<file path="config.mk">
export PLATFORM = sky130hd
export DESIGN_NAME = dioc_channel
export DESIGN_NICKNAME = d
export VERILOG_FILES = /design/src/design/dioc_channel.v /design/src/design/dioc_fifo.v
export VERILOG_INCLUDE_DIRS = /design/src /design/src/include
export SDC_FILE = /design/constraint.sdc
export NUM_CORES = 1
export LEC_CHECK = 0
export BUFFER_PORTS_ARGS = -buffer_cell sky130_fd_sc_hd__buf_4
export CAP_MARGIN = 10
export CELL_PAD_IN_SITES_DETAIL_PLACEMENT = 1
export CELL_PAD_IN_SITES_GLOBAL_PLACEMENT = 2
export CORE_MARGIN = 2
export CORE_UTILIZATION = 35
export DETAILED_ROUTE_END_ITERATION = 10
export PLACE_DENSITY = 0.72
export RECOVER_POWER = 50
export SLEW_MARGIN = 20
export SYNTH_ARGS = -nofsm -noshare
export SYNTH_HDL_FRONTEND = slang
export SYNTH_SLANG_ARGS = --single-unit
</file>
<file path="constraint.sdc">
create_clock -name CLK_SYS -period 7.3 [get_ports CLK_SYS]
set_input_delay 1.825 -clock CLK_SYS [delete_from_list [all_inputs] [get_ports CLK_SYS]]
set_output_delay 1.825 -clock CLK_SYS [all_outputs]
set_load 0.03 [all_outputs]
</file>
<file path="src/include/dioc_defs.vh">
// Constants for the direct input/output channel
`ifndef DIOC_DEFS_VH
`define DIOC_DEFS_VH
// ==========================================
// Order codes
`define DIOC_ORD_W 3
`define DIOC_ORD_SKIP_INT 3'h0
`define DIOC_ORD_SKIP_EXT 3'h1
`define DIOC_ORD_PULSE 3'h2
`define DIOC_ORD_SELECT 3'h3
`define DIOC_ORD_DATA_IN 3'h4
`define DIOC_ORD_DATA_OUT 3'h5
// ==========================================
// Field widths
`define DIOC_FIELD_W 15
`define DIOC_WORD_W 24
`define DIOC_INT_W 6
`define DIOC_IRQ_W 8
// ==========================================
// Timing
`define DIOC_CLK_MHZ 125
`define DIOC_PULSE_NS 1000
`define DIOC_PERIOD_NS 8
`define DIOC_PULSE_CYC (`DIOC_PULSE_NS / `DIOC_PERIOD_NS)
`define DIOC_STROBE_CYC 16
`define DIOC_FIFO_DEPTH 4
`endif

</file>
<file path="src/design/dioc_channel.v">
// Direct input/output channel: order sequencer, handshakes and discretes
// ==========================================
// Overview of operation
// Six program orders drive every channel action
// Select order connects one device to input bus
// Select order presents a free 15-bit field
// Outside logic may split field nine/six bits
// Select order emits a readiness strobe
// Device acknowledges while strobe is still active
// Accepted acknowledge returns a response signal
// No acknowledge in window requests a skip
// Data input handshakes, then stores bus word
// Software selects a device before data input
// Selection holds until the next select order
// Discrete skips skip when signal is clear
// One-hot address bit picks the tested point
// Internal skip senses six test-panel lines
// Output devices share one bus and select
// Data output drives word, strobes, gets acknowledge
// Pulse order sends one-microsecond pulse to point
// Fifteen pulse points direct; more by decoding
// Bidirectional device is reselected between directions
// Transfer register holds the output bus word
// Select order clears latched interrupt requests
// Strobe window length is a parameter
`timescale 1ns/10ps
`include "dioc_defs.vh"
module dioc_channel
#(
   parameter STROBE_CYC = `DIOC_STROBE_CYC,
   parameter FIFO_DEPTH = `DIOC_FIFO_DEPTH
)
(
   // Clock, reset, enable
   input wire CLK_SYS,
   input wire SRST,
   input wire CE,
   // Order port from the processor
   input wire ORD_VALID,
   input wire [`DIOC_ORD_W-1:0] ORD_CODE,
   input wire [`DIOC_FIELD_W-1:0] ORD_FIELD,
   input wire [`DIOC_WORD_W-1:0] ORD_WORD,
   output reg ORD_READY,
   output reg ORD_DONE,
   output reg ORD_SKIP,
   // Input words toward memory
   output reg IN_VALID,
   input wire IN_READY,
   output reg [`DIOC_WORD_W-1:0] IN_WORD,
   // Device link
   output reg [`DIOC_FIELD_W-1:0] SEL_FIELD,
   output reg SEL_STROBE,
   output reg IN_STROBE,
   output reg OUT_STROBE,
   input wire DEV_ACK,
   output reg RESP_ACK,
   input wire [`DIOC_WORD_W-1:0] IN_BUS,
   output reg [`DIOC_WORD_W-1:0] OUT_BUS,
   // Discretes
   input wire [`DIOC_FIELD_W-1:0] EXT_DISC,
   input wire [`DIOC_INT_W-1:0] INT_DISC,
   output reg [`DIOC_FIELD_W-1:0] PULSE_OUT,
   // Interrupt request latches
   input wire [`DIOC_IRQ_W-1:0] IRQ_IN,
   output reg [`DIOC_IRQ_W-1:0] IRQ_LATCHED
);
   // ==========================================
   // States
   localparam ST_IDLE = 3'h0;
   localparam ST_STROBE = 3'h1;
   localparam ST_RESP = 3'h2;
   localparam ST_PULSE = 3'h3;
   localparam ST_WAIT = 3'h4;

   reg [2:0] state;
   reg [`DIOC_ORD_W-1:0] cur_ord;
   reg [15:0] timer;
   reg [`DIOC_FIELD_W-1:0] cur_field;
   reg [`DIOC_WORD_W-1:0] xfer_reg;
   reg ack_s1;
   reg ack_s2;
   reg [`DIOC_WORD_W-1:0] bus_s1;
   reg [`DIOC_WORD_W-1:0] bus_s2;
   reg [`DIOC_FIELD_W-1:0] ext_s1;
   reg [`DIOC_FIELD_W-1:0] ext_s2;
   reg [`DIOC_INT_W-1:0] int_s1;
   reg [`DIOC_INT_W-1:0] int_s2;
   reg [`DIOC_IRQ_W-1:0] irq_s1;
   reg [`DIOC_IRQ_W-1:0] irq_s2;
   reg fifo_push;
   reg [`DIOC_WORD_W-1:0] fifo_din;
   wire fifo_ready;
   wire fifo_valid;
   wire [`DIOC_WORD_W-1:0] fifo_dout;
   wire pop_now;

   // Discrete point sensed: set if any field bit names a set signal
   function sensed;
      input [`DIOC_FIELD_W-1:0] sel;
      input [`DIOC_FIELD_W-1:0] sig;
      begin
         sensed = |(sel & sig);
      end
   endfunction

   // ==========================================
   // Synchronisers for all pin inputs
   always @(posedge CLK_SYS)
   begin
      if (SRST)
      begin
         ack_s1 <= 1'b0;
         ack_s2 <= 1'b0;
         bus_s1 <= {`DIOC_WORD_W{1'b0}};
         bus_s2 <= {`DIOC_WORD_W{1'b0}};
         ext_s1 <= {`DIOC_FIELD_W{1'b0}};
         ext_s2 <= {`DIOC_FIELD_W{1'b0}};
         int_s1 <= {`DIOC_INT_W{1'b0}};
         int_s2 <= {`DIOC_INT_W{1'b0}};
         irq_s1 <= {`DIOC_IRQ_W{1'b0}};
         irq_s2 <= {`DIOC_IRQ_W{1'b0}};
      end
      else if (CE)
      begin
         ack_s1 <= DEV_ACK;
         ack_s2 <= ack_s1;
         bus_s1 <= IN_BUS;
         bus_s2 <= bus_s1;
         ext_s1 <= EXT_DISC;
         ext_s2 <= ext_s1;
         int_s1 <= INT_DISC;
         int_s2 <= int_s1;
         irq_s1 <= IRQ_IN;
         irq_s2 <= irq_s1;
      end
   end

   // ==========================================
   // Input word buffer toward memory
   // Stalls data input orders when memory writes lag behind
   dioc_fifo
   #(
      .WIDTH(`DIOC_WORD_W),
      .DEPTH(FIFO_DEPTH),
      .AW(2)
   )
   u_fifo
   (
      .clk(CLK_SYS),
      .srst(SRST),
      .ce(CE),
      .in_valid(fifo_push),
      .in_ready(fifo_ready),
      .in_data(fifo_din),
      .out_valid(fifo_valid),
      .out_ready(pop_now),
      .out_data(fifo_dout)
   );

   // Output stage register takes a word when empty or being drained
   assign pop_now = fifo_valid && (!IN_VALID || IN_READY);

   always @(posedge CLK_SYS)
   begin
      if (SRST)
      begin
         IN_VALID <= 1'b0;
         IN_WORD <= {`DIOC_WORD_W{1'b0}};
      end
      else if (CE)
      begin
         if (pop_now)
         begin
            IN_VALID <= 1'b1;
            IN_WORD <= fifo_dout;
         end
         else if (IN_READY)
            IN_VALID <= 1'b0;
      end
   end

   // ==========================================
   // Order sequencer
   always @(posedge CLK_SYS)
   begin
      if (SRST)
      begin
         state <= ST_IDLE;
         cur_ord <= `DIOC_ORD_SKIP_INT;
         cur_field <= {`DIOC_FIELD_W{1'b0}};
         timer <= 16'h0000;
         xfer_reg <= {`DIOC_WORD_W{1'b0}};
         ORD_READY <= 1'b0;
         ORD_DONE <= 1'b0;
         ORD_SKIP <= 1'b0;
         SEL_FIELD <= {`DIOC_FIELD_W{1'b0}};
         SEL_STROBE <= 1'b0;
         IN_STROBE <= 1'b0;
         OUT_STROBE <= 1'b0;
         RESP_ACK <= 1'b0;
         OUT_BUS <= {`DIOC_WORD_W{1'b0}};
         PULSE_OUT <= {`DIOC_FIELD_W{1'b0}};
         IRQ_LATCHED <= {`DIOC_IRQ_W{1'b0}};
         fifo_push <= 1'b0;
         fifo_din <= {`DIOC_WORD_W{1'b0}};
      end
      else if (CE)
      begin
         ORD_DONE <= 1'b0;
         ORD_SKIP <= 1'b0;
         fifo_push <= 1'b0;
         // Latch requests; a new level wins over the clear of this cycle
         IRQ_LATCHED <= IRQ_LATCHED | irq_s2;
         case (state)
            ST_IDLE:
            begin
               ORD_READY <= 1'b1;
               if (ORD_VALID && ORD_READY)
               begin
                  ORD_READY <= 1'b0;
                  cur_ord <= ORD_CODE;
                  cur_field <= ORD_FIELD;
                  timer <= 16'h0000;
                  case (ORD_CODE)
                     `DIOC_ORD_SKIP_EXT:
                     begin
                        ORD_DONE <= 1'b1;
                        ORD_SKIP <= !sensed(ORD_FIELD, ext_s2); // see R12
                        state <= ST_WAIT;
                     end
                     `DIOC_ORD_SKIP_INT:
                     begin
                        ORD_DONE <= 1'b1;
                        // Test-panel lines only; field bits above them sense zero
                        ORD_SKIP <= !sensed(ORD_FIELD,
                           {{(`DIOC_FIELD_W-`DIOC_INT_W){1'b0}}, int_s2}); // see R12
                        state <= ST_WAIT;
                     end
                     `DIOC_ORD_PULSE:
                     begin
                        PULSE_OUT <= ORD_FIELD; // see R17
                        state <= ST_PULSE;
                     end
                     `DIOC_ORD_SELECT:
                     begin
                        SEL_FIELD <= ORD_FIELD; // see R02 see R03 see R11 see R15
                        SEL_STROBE <= 1'b1;
                        IRQ_LATCHED <= irq_s2;
                        state <= ST_STROBE;
                     end
                     `DIOC_ORD_DATA_IN:
                     begin
                        IN_STROBE <= 1'b1;
                        state <= ST_STROBE;
                     end
                     `DIOC_ORD_DATA_OUT:
                     begin
                        xfer_reg <= ORD_WORD;
                        OUT_BUS <= ORD_WORD;
                        OUT_STROBE <= 1'b1;
                        state <= ST_STROBE;
                     end
                     default:
                     begin
                        ORD_DONE <= 1'b1;
                        state <= ST_WAIT;
                     end
                  endcase
               end
            end
            ST_STROBE:
            begin
               // Data input with a full buffer waits here only until the window closes, then skips
               if (ack_s2 && (cur_ord != `DIOC_ORD_DATA_IN || fifo_ready))
               begin
                  SEL_STROBE <= 1'b0;
                  IN_STROBE <= 1'b0;
                  OUT_STROBE <= 1'b0;
                  RESP_ACK <= 1'b1;
                  if (cur_ord == `DIOC_ORD_DATA_IN)
                  begin
                     fifo_din <= bus_s2;
                     fifo_push <= 1'b1;
                  end
                  state <= ST_RESP;
               end
               else if (timer == STROBE_CYC - 1)
               begin
                  // Late acknowledge is ignored once the window closes
                  SEL_STROBE <= 1'b0;
                  IN_STROBE <= 1'b0;
                  OUT_STROBE <= 1'b0;
                  ORD_DONE <= 1'b1;
                  ORD_SKIP <= 1'b1; // see R08
                  state <= ST_WAIT;
               end
               else
                  timer <= timer + 16'h0001;
            end
            ST_RESP:
            begin
               RESP_ACK <= 1'b0;
               ORD_DONE <= 1'b1;
               state <= ST_WAIT;
            end
            ST_PULSE:
            begin
               if (timer == `DIOC_PULSE_CYC - 1)
               begin
                  PULSE_OUT <= {`DIOC_FIELD_W{1'b0}};
                  ORD_DONE <= 1'b1;
                  state <= ST_WAIT;
               end
               else
                  timer <= timer + 16'h0001;
            end
            ST_WAIT:
            begin
               // One idle cycle so ORD_READY returns before next order
               state <= ST_IDLE;
            end
            default:
               state <= ST_IDLE;
         endcase
      end
   end
endmodule

</file>
<file path="src/design/dioc_fifo.v">
// Small synchronous FIFO with valid/ready on both sides
`timescale 1ns/10ps
module dioc_fifo
#(
   parameter WIDTH = 24,
   parameter DEPTH = 4,
   parameter AW = 2
)
(
   // Clock and control
   input wire clk,
   input wire srst,
   input wire ce,
   // Fill side
   input wire in_valid,
   output wire in_ready,
   input wire [WIDTH-1:0] in_data,
   // Drain side
   output wire out_valid,
   input wire out_ready,
   output wire [WIDTH-1:0] out_data
);
   reg [WIDTH-1:0] mem [0:DEPTH-1];
   reg [AW-1:0] wr_ptr;
   reg [AW-1:0] rd_ptr;
   reg [AW:0] count;
   wire push;
   wire pop;

   function [AW-1:0] ptr_inc;
      input [AW-1:0] p;
      begin
         if (p == DEPTH - 1)
            ptr_inc = {AW{1'b0}};
         else
            ptr_inc = p + 1'b1;
      end
   endfunction

   assign in_ready = (count != DEPTH);
   assign out_valid = (count != {(AW+1){1'b0}});
   assign out_data = mem[rd_ptr];
   assign push = ce && in_valid && in_ready;
   assign pop = ce && out_valid && out_ready;

   always @(posedge clk)
   begin
      if (push)
         mem[wr_ptr] <= in_data;
   end

   always @(posedge clk)
   begin
      if (srst)
      begin
         wr_ptr <= {AW{1'b0}};
         rd_ptr <= {AW{1'b0}};
         count <= {(AW+1){1'b0}};
      end
      else
      begin
         if (push)
            wr_ptr <= ptr_inc(wr_ptr);
         if (pop)
            rd_ptr <= ptr_inc(rd_ptr);
         if (push && !pop)
            count <= count + 1'b1;
         else if (pop && !push)
            count <= count - 1'b1;
      end
   end
endmodule

</file>
### Word-level counts from Yosys, hierarchy flattened

Memory sizes are Yosys's and may differ from the RTL's. A register that Yosys moved wholly into a read port is not among the register bits.
Index checks and enable logic that the tools add are counted.

* bits in registers: 232
* bits in writable memories: 96
* input bits: 101
* output and inout bits: 94
* word-level logic and storage cells: 160
* memories kept: 1

Memory list
* u_fifo.mem: depth 4, width 24, rd ports 1, clocked after memory_dff 1, write ports 1, line dioc_fifo.v:23 `reg [WIDTH-1:0] mem [0:DEPTH-1];`

* add/sub/neg operators: 5
* equal/unequal tests: 26
* mux-type cells: 52
* bitwise gates (word level): 3
* reduce and logical (&&, ||, !) cells: 43

Operator list (count)
* $mux W16: 4
* $pmux W16 S3: 1
* $mux W15: 3
* $pmux W15 S2: 1
* $reduce_or A15 Y1: 2
* $mux W8: 3
* $mux W1: 23
* $reduce_and A5 Y1: 4
* $mux W3: 6
* $add A16 B1 Y16 const B: 1
* $eq A16 B4 Y1 const B: 1
* $eq A16 B7 Y1 const B: 1
* $reduce_and A4 Y1: 4
* $and A15 B15 Y15: 1
* $and A15 B6 Y15: 1
* $eq A3 B2 Y1 const B: 4
* $ne A2 B2 Y1 const B: 6
* $pmux W1 S2: 6
* $pmux W3 S4: 1
* $reduce_bool A2 Y1: 5
* $eq A3 B3 Y1 const B: 3
* $logic_and A1 B1 Y1: 9
* $ne A3 B3 Y1 const B: 3
* $ne A2 B1 Y1 const B: 4
* other kinds (18): 32

### Logic depth before layout (Yosys ltp)

Gate-level depths: netlist (run 1).

* depth in word-level cells: 7
* mapped depth: 11
* depth with buffers taken out: 9

### Hierarchy

A second synthesis (run 1) with hierarchy kept.

* cell total of the unflattened synthesis: 1223
* area total of the unflattened synthesis: 13549.2 µm²

Modules (own cells, without submodules)
* dioc_channel: times used 1, cells an instance 1047, area each 9582.9 µm², seq. area each 4984.8 µm²
* dioc_fifo: times used 1, cells an instance 176, area each 3966.3 µm², seq. area each 3062.9 µm²

### Worst setup path before layout (run 1)

Ideal clock, no wire load.

* path type: input-to-reg
* start: input CE
* end: register u_fifo.count[2]
* library setup time: 70 ps
* data arrival time: 3854 ps
* required time: 7230 ps
* path slack: 3376 ps
* stages: 11
* buffers on the path: 3
* cell sequence: buf_2 > o311a_1 > clkbuf_1 > inv_2 > clkbuf_1 > ha_1 > inv_1 > fa_1 > xor2_1 > or3_1 > a21oi_1

* word-level cells in the longest chain between the ends: 5
* elaborated cells between the ends (all ways): 10
* classes of those cells: mux (1); reduce/logical (9)

Ends and longest elaborated chain
* start: declaration: line dioc_channel.v:37 `input wire CE,`
* $logic_and A1 B1 Y1 (on tied branches) (2 in series): line dioc_fifo.v:44, dioc_fifo.v:43
* $logic_not A1 Y1 (on tied branches): line dioc_fifo.v:66, dioc_fifo.v:68
* $logic_and A1 B1 Y1 (on tied branches): line dioc_fifo.v:66, dioc_fifo.v:68
* $mux W3 / $reduce_bool A2 Y1 (equally long branches)
* end signal: assignment: line dioc_fifo.v:58 `count <= {(AW+1){1'b0}};`
* end signal: assignment: line dioc_fifo.v:67 `count <= count + 1'b1;`
* end signal: assignment: line dioc_fifo.v:69 `count <= count - 1'b1;`
* end: declaration: line dioc_fifo.v:26 `reg [AW:0] count;`

Several ways; a longest one is shown, not always the timed one.
A chain may end at the register's enable or synchronous reset.

### Worst setup path in the final report (run 1)

* start: input SRST
* end: register fifo_din[5]

RTL lines
* start: declaration: line dioc_channel.v:36 `input wire SRST,`
* end signal: assignment: line dioc_channel.v:205 `` fifo_din <= {`DIOC_WORD_W{1'b0}}; ``
* end signal: assignment: line dioc_channel.v:282 `fifo_din <= bus_s2;`
* end: declaration: line dioc_channel.v:91 `` reg [`DIOC_WORD_W-1:0] fifo_din; ``

No word-level cell between the ends.

==> results.toml, run 1 <==
[outcome]
run_status = "finished with violations"
violated_checks = "max-capacitance violations, max-slew violations"

[drt]
route.antenna.remaining_nets = 0
drc = 0
detail_route.first_pass.iterations = 4
wl_um = 32600
viasPerCell = 4.90
dr_total_vias = 8961
wl_cell_um = 17.8
first_iter_violations = 337

[floorplan]
coreArea_um2 = 36700
fp.dieArea_um2 = 39000
fp.dieW_um = 197
die_y_um = 197
floorplan.initialDensity = 0.357
ioPinCount = 195
number_of_cell_rows = 70

[timing]
whs_ps = 454
clock_skew_ps = 15.7
setup_violations = 0
slew_headroom = -0.953
setup_tns_ps = 0
final_max_slew_viol_count = 163
timing_worst_slew_pin_value_ps = 2930
setup_repair_after_global_routing_missed_its_margin = "false"
time_the_worst_path_needs_with_i_o_delays_and_setup_ps = 5410
layout_worst_path_cycle_share = 0.741
fmax_ghz = 0.185
final-hold-violation-count = 0
post-route-worst-setup-slack_ps = 1890

[synthesis]
synth.lib_cells_used.distinct = 59
synth_seq_area_share = 0.612
synthFlopType = "dfxtp_1"
netlist.area_leader.share = 0.391
post_synthesis_average_cell_area_um2 = 11.4
synth_area_um2 = 13100
synthesis.instances = 1151
synth_edf_count = 96
synth_fp_nets = 1261
synth.yosys.warnings = 0
synth_top_cell_by_area = "dfxtp_1"
asyncSetResetFlopFracSynth = 0
synth_area_leaders = "dfxtp_1 39%, edfxtp_1 22%, mux2i_1 11%"
ys_ff_latch = 352

[finish]
final_common_cell = "dfxtp_1"
layout.filler_cells = 3971
final-instance-count-excl-fill = 1827
layout.cells.most_common_list = "256 x dfxtp_1, 181 x nor2_1, 144 x nand2_1"
drive_gt1_frac = 0.150
layout.nets = 1436
syn_to_final_growth_pct = 21.1

[cts]
clock_path_buffers = 3
ctsHtreeMaxLevel = 2
source_to_sink_clock_delay_at_the_later_pin_of_the_worst_skew_pair_ps = 530
clock_sink_count = 352
setup_fix_bufs_post_cts = 0
cts-buffers-inserted = 40
clk_pin_slew_worst_paths_ps = 50
cts-root-buf = "clkbuf_16"
post_cts_resize_count = 0
hold_buffers = 0
tritoncts = "done"

[worst_setup_path]
required_ps = 7590
end_kind = "register"
crit_path_max_fanout = 94
regToRegEndpoint = "u_fifo.count[2]"
critical_path_start_type = "primary input"
crit_arrival_ps = 5690
worst_path_dominant_cell_family = "buffers and inverters"
rr_startpoint = "u_fifo.count[2]"
critPathLaunch = "SRST"
critPathKind = "in2reg"
worst-r2r-setup-slack_ps = 4180
worst_path_max_delay_cell = "clkbuf_1"
crit_buf_inv = 2
critical_path_cell_by_cell = "clkbuf_2, clkbuf_1, nor2_1"
worstRegToRegCells = 8
cpPeakStageDelay_ps = 2170

[pwr]
fin_total_pwr_mw = 4.53
powerDensity_nw_per_um2 = 286
cellLeakagePower_nw = 5.88
ir_worst_vdd_uv = 158

[global_route]
global_route.usage.total = 0.166
grt_start_max_net_pins = 95
first_pass_grt_wire_length_um = 51700
grt-ovfl-total = 0
grt_pass1_vias = 9307
grt_antenna_before_repair = 1

[place]
io_buffer_count = 194
hpwl_um = 21700
dpl.cell_count = 1751
gp_routability_congestion = 0.731
dpl_worst_slack_ps = 2140

[flow_run]
number_of_max_cap_violations = 2

[hold_path]
worst_hold_startpoint = "OUT_BUS[21]"
min_delay_path_depth = 2
hold-path-endpoint = "OUT_BUS[21]"
timing.hold.worst.class = "reg2reg"
==> cell type report <==
class	count	area [µm²]	area share
Clock buffer	60	1160	0.0731
Tap cell	468	586	0.0369
Multi-Input combinational cell	718	4770	0.301
Clock inverter	13	95.1	0.00600
Inverter	8	30.0	0.00189
Sequential cell	352	8010	0.505
Timing Repair Buffer	206	1200	0.0759
Antenna cell	2	5.00	0.000316
==> power breakdown <==
group          internal (mW)  leakage [nW]  switching (mW)
clock                   1.13         0.615           0.771
combinational          0.174          2.52           0.323
sequential              2.08          2.74          0.0557
total                   3.39          5.88            1.15
==> sequential cells by signal, summed over array words and instances, names as in the netlist, 2 cells and up <==
signal         cells
bus_s2            24
PULSE_OUT         15
state              3
timer             16
OUT_BUS           24
u_fifo.wr_ptr      2
IRQ_LATCHED        8
u_fifo.count       3
cur_ord            3
irq_s1             8
fifo_din          24
int_s1             6
ext_s1            15
ext_s2            15
irq_s2             8
u_fifo.rd_ptr      2
IN_WORD           24
u_fifo.mem        96
int_s2             6
SEL_FIELD         15
bus_s1            24
==> cell usage after synthesis (4+ instances only) <==
master	instances
dfxtp_1	256
nor2_1	182
nand2_1	144
mux2i_1	139
edfxtp_1	96
a21oi_1	73
clkbuf_1	52
mux4_2	24
a22o_1	16
a22oi_1	14
buf_2	13
nand4_1	12
xor2_1	12
nand3_1	11
ha_1	8
and2_1	7
buf_1	7
nand2b_1	7
nor3_1	7
inv_1	6
and3_1	5
o21ai_0	5
or3_1	5
nand4b_1	4
xnor2_1	4
==> kinds of logic after synthesis <==
group / synth area share
buffers and inverters: 0.0248
and+or+nand+nor: 0.135
adders and majority gates: 0.00918
muxes: 0.148
AOI/OAI and AO/OA: 0.0612
xor gates and xnor gates: 0.0107
DFF: 0.612
==> how the worst max path moves through the flow <==
stage / endpoint / slack [ps] / depth (start not counted)
3_5_place_dp: u_fifo.count[2] / 2140 / 9
6_report: fifo_din[5] / 1890 / 3
2_1_floorplan: u_fifo.count[2] / 3380 / 11
5_1_grt: ext_s1[1] / 1330 / 3
3_3_place_gp: u_fifo.count[2] / 2190 / 9
4_1_cts: u_fifo.count[2] / 2690 / 9
==> tightest hold or removal path: stages, from the launching register on <==
cell,delay [ps]
dfxtp_1,300
nand2_1,50
a21oi_1,50
==> routing by layer <==
metal | part of all wire | vias up | GRT usage
met4 | 0.014 | 0 | 0.0376
met3 | 0.079 | 37 | 0.0504
met2 | 0.43 | 205 | 0.258
met5 | 0 | - | 0
li1 | - | 4375 | -
met1 | 0.47 | 4344 | 0.229
==> metrics by stage <==
step,area [µm²],utilization
after global routing,15800,0.432
final,15900,0.432
after global placement,14900,0.407
after CTS,16200,0.441
after floorplan,13100,-
after detailed placement,14900,0.407
No activity file was read; power rests on OpenSTA's default activity.
==> run 2, diff against run 1 <==
- clock period: 7.3 -> 5.3 ns (I/O delays scaled with it)
==> run 2 against run 1 <==
The flow still finishes with violations (max-capacitance violations, max-slew violations). Critical endpoint is now OUT_BUS[21]. Largest power group unchanged. Count of clock-buffer cells in the layout shrank 3. Wire length decreased by 0.52%. Worst hold slack got worse by 0.50 ps. Power grew 38%. Combinational power up 39%. Die area did not move. Critical path depth rose by 3. Critical path type unchanged.
==> results.toml, run 2 (synthesis gave the netlist of run 1 again) <==
[drt]
detail_route.first_pass.iterations = 4
drc = 0
dr_total_vias = 9025
first_iter_violations = 378
wl_cell_um = 17.7
route.antenna.remaining_nets = 0
viasPerCell = 4.93
wl_um = 32400

[pwr]
fin_total_pwr_mw = 6.27
power_frac_clock = 0.421
cell_int_power_mw = 4.66
cellLeakagePower_nw = 5.89
sw_frac_of_total = 0.256
powerDensity_nw_per_um2 = 395
power.sequential.fraction = 0.469
p_sw_mw = 1.60
comb_power_share = 0.110
ir_worst_vdd_uv = 196

[worst_setup_path]
rr_startpoint = "u_fifo.count[2]"
cpPeakStageDelay_ps = 1240
end_kind = "register"
required_ps = 5740
crit_arrival_ps = 4300
critPathKind = "in2reg"
worst_path_max_delay_cell = "nor4_1"
critical_path_start_type = "primary input"
critical_path_cell_by_cell = "buf_6, nand2b_1, nor4_1, and4b_2, nand2_1, a21oi_1"
regToRegEndpoint = "u_fifo.count[2]"
crit_path_max_fanout = 38
worst-r2r-setup-slack_ps = 2030
worstRegToRegCells = 9

[global_route]
grt-ovfl-total = 0
grt_start_max_net_pins = 92
first_pass_grt_wire_length_um = 51800
grt_pass1_vias = 9313
global_route.usage.total = 0.167
grt_antenna_before_repair = 3

[place]
dpl.cell_count = 1755
placement.cell_area_um2 = 15000
hpwl_um = 21400
gp_routability_congestion = 0.728
io_buffer_count = 194

[floorplan]
fp.dieArea_um2 = 39000
floorplan.initialDensity = 0.357
ioPinCount = 195
fp.dieW_um = 197
number_of_cell_rows = 70
die_y_um = 197
coreArea_um2 = 36700

[timing]
final_max_slew_viol_count = 264
fmax_ghz = 0.259
clock_skew_ps = 26.6
setup_tns_ps = 0
timing_worst_slew_pin_value_ps = 1840
layout_worst_path_cycle_share = 0.729
setup_repair_after_global_routing_missed_its_margin = "false"
slew_headroom = -0.225
time_the_worst_path_needs_with_i_o_delays_and_setup_ps = 3860
setup_violations = 0
final-hold-violation-count = 0

[hold_path]
timing.hold.worst.class = "reg2reg"
hold-path-endpoint = "OUT_BUS[3]"
worst_hold_startpoint = "OUT_BUS[3]"
min_delay_path_depth = 2

[finish]
regMostFlops = "u_fifo.mem"
layout.cells.most_common_list = "256 x dfxtp_1, 181 x nor2_1, 144 x nand2_1"
final_common_cell = "dfxtp_1"
final-instance-count-excl-fill = 1830
largest_register_ffs = 96
layout.nets = 1440
drive_gt1_frac = 0.155
syn_to_final_growth_pct = 21.2
design_area_um2 = 15900

[cts]
post_cts_resize_count = 0
cts-buffers-inserted = 40
source_to_sink_clock_delay_at_the_later_pin_of_the_worst_skew_pair_ps = 530
hold_buffers = 0
setup_fix_bufs_post_cts = 0
clock_sink_count = 352
clk_pin_slew_worst_paths_ps = 50
clock_path_buffers = 3
ctsHtreeMaxLevel = 2
cts-root-buf = "clkbuf_16"
tritoncts = "done"

[outcome]
violated_checks = "max-capacitance violations, max-slew violations"
run_status = "finished with violations"

[flow_run]
number_of_max_cap_violations = 6
[run 2: worst max-delay path by stage]
stage                     startpoint         endpoint  slack, ps  cells after the start
after CTS                         CE  u_fifo.count[2]       1900                     10
after floorplan                   CE  u_fifo.count[2]       1880                     11
after global placement            CE  u_fifo.count[2]       1440                     10
after global routing              CE      OUT_BUS[23]       1090                      6
final                             CE      OUT_BUS[21]       1440                      6
after detailed placement          CE  u_fifo.count[2]       1360                     10
[run 2: routing by layer]
metal,vias to the layer above,track usage,part of all wire
li1,4399,-,-
met1,4365,0.225,0.48
met2,209,0.257,0.43
met3,48,0.0586,0.077
met4,4,0.0426,0.016
met5,-,0,0.00080
[run 2: area by class of cell]
type,instances,area (µm²)
repair buffers,210,1230
well taps,468,586
multi-input cells,718,4750
clock buffers,57,1150
inverters,8,30.0
clock inverters,15,115
fillers,4005,20800
flip-flops and latches,352,8010
diodes,2,5.00
[run 2: critical path: cells and delay by family]
family                 cells  cell delay [ps]
buffers and inverters      1              330
AND/OR/NAND/NOR            4             2460
AO/OA/AOI/OAI              1              140
[run 2: stage by stage]
step | utilization | setup slack [ps] | hold slack, ps
global placement | 0.408 | 1440 | 442
floorplan | - | 1880 | 446
detailed placement | 0.408 | 1360 | 449
finish | 0.432 | 1440 | 453
CTS | 0.442 | 1900 | 457
global route | 0.432 | 1090 | 474
[run 2: power by group through the flow]
stage          combinational (mW)  sequential, mW  clock (mW)
3_5_place_dp                0.755            3.00           0
3_3_place_gp                0.741            3.00           0
2_1_floorplan               0.377            3.09           0
6_report                    0.689            2.94        2.64
5_1_grt                     0.769            2.95        2.84
4_1_cts                     0.755            2.94        2.73
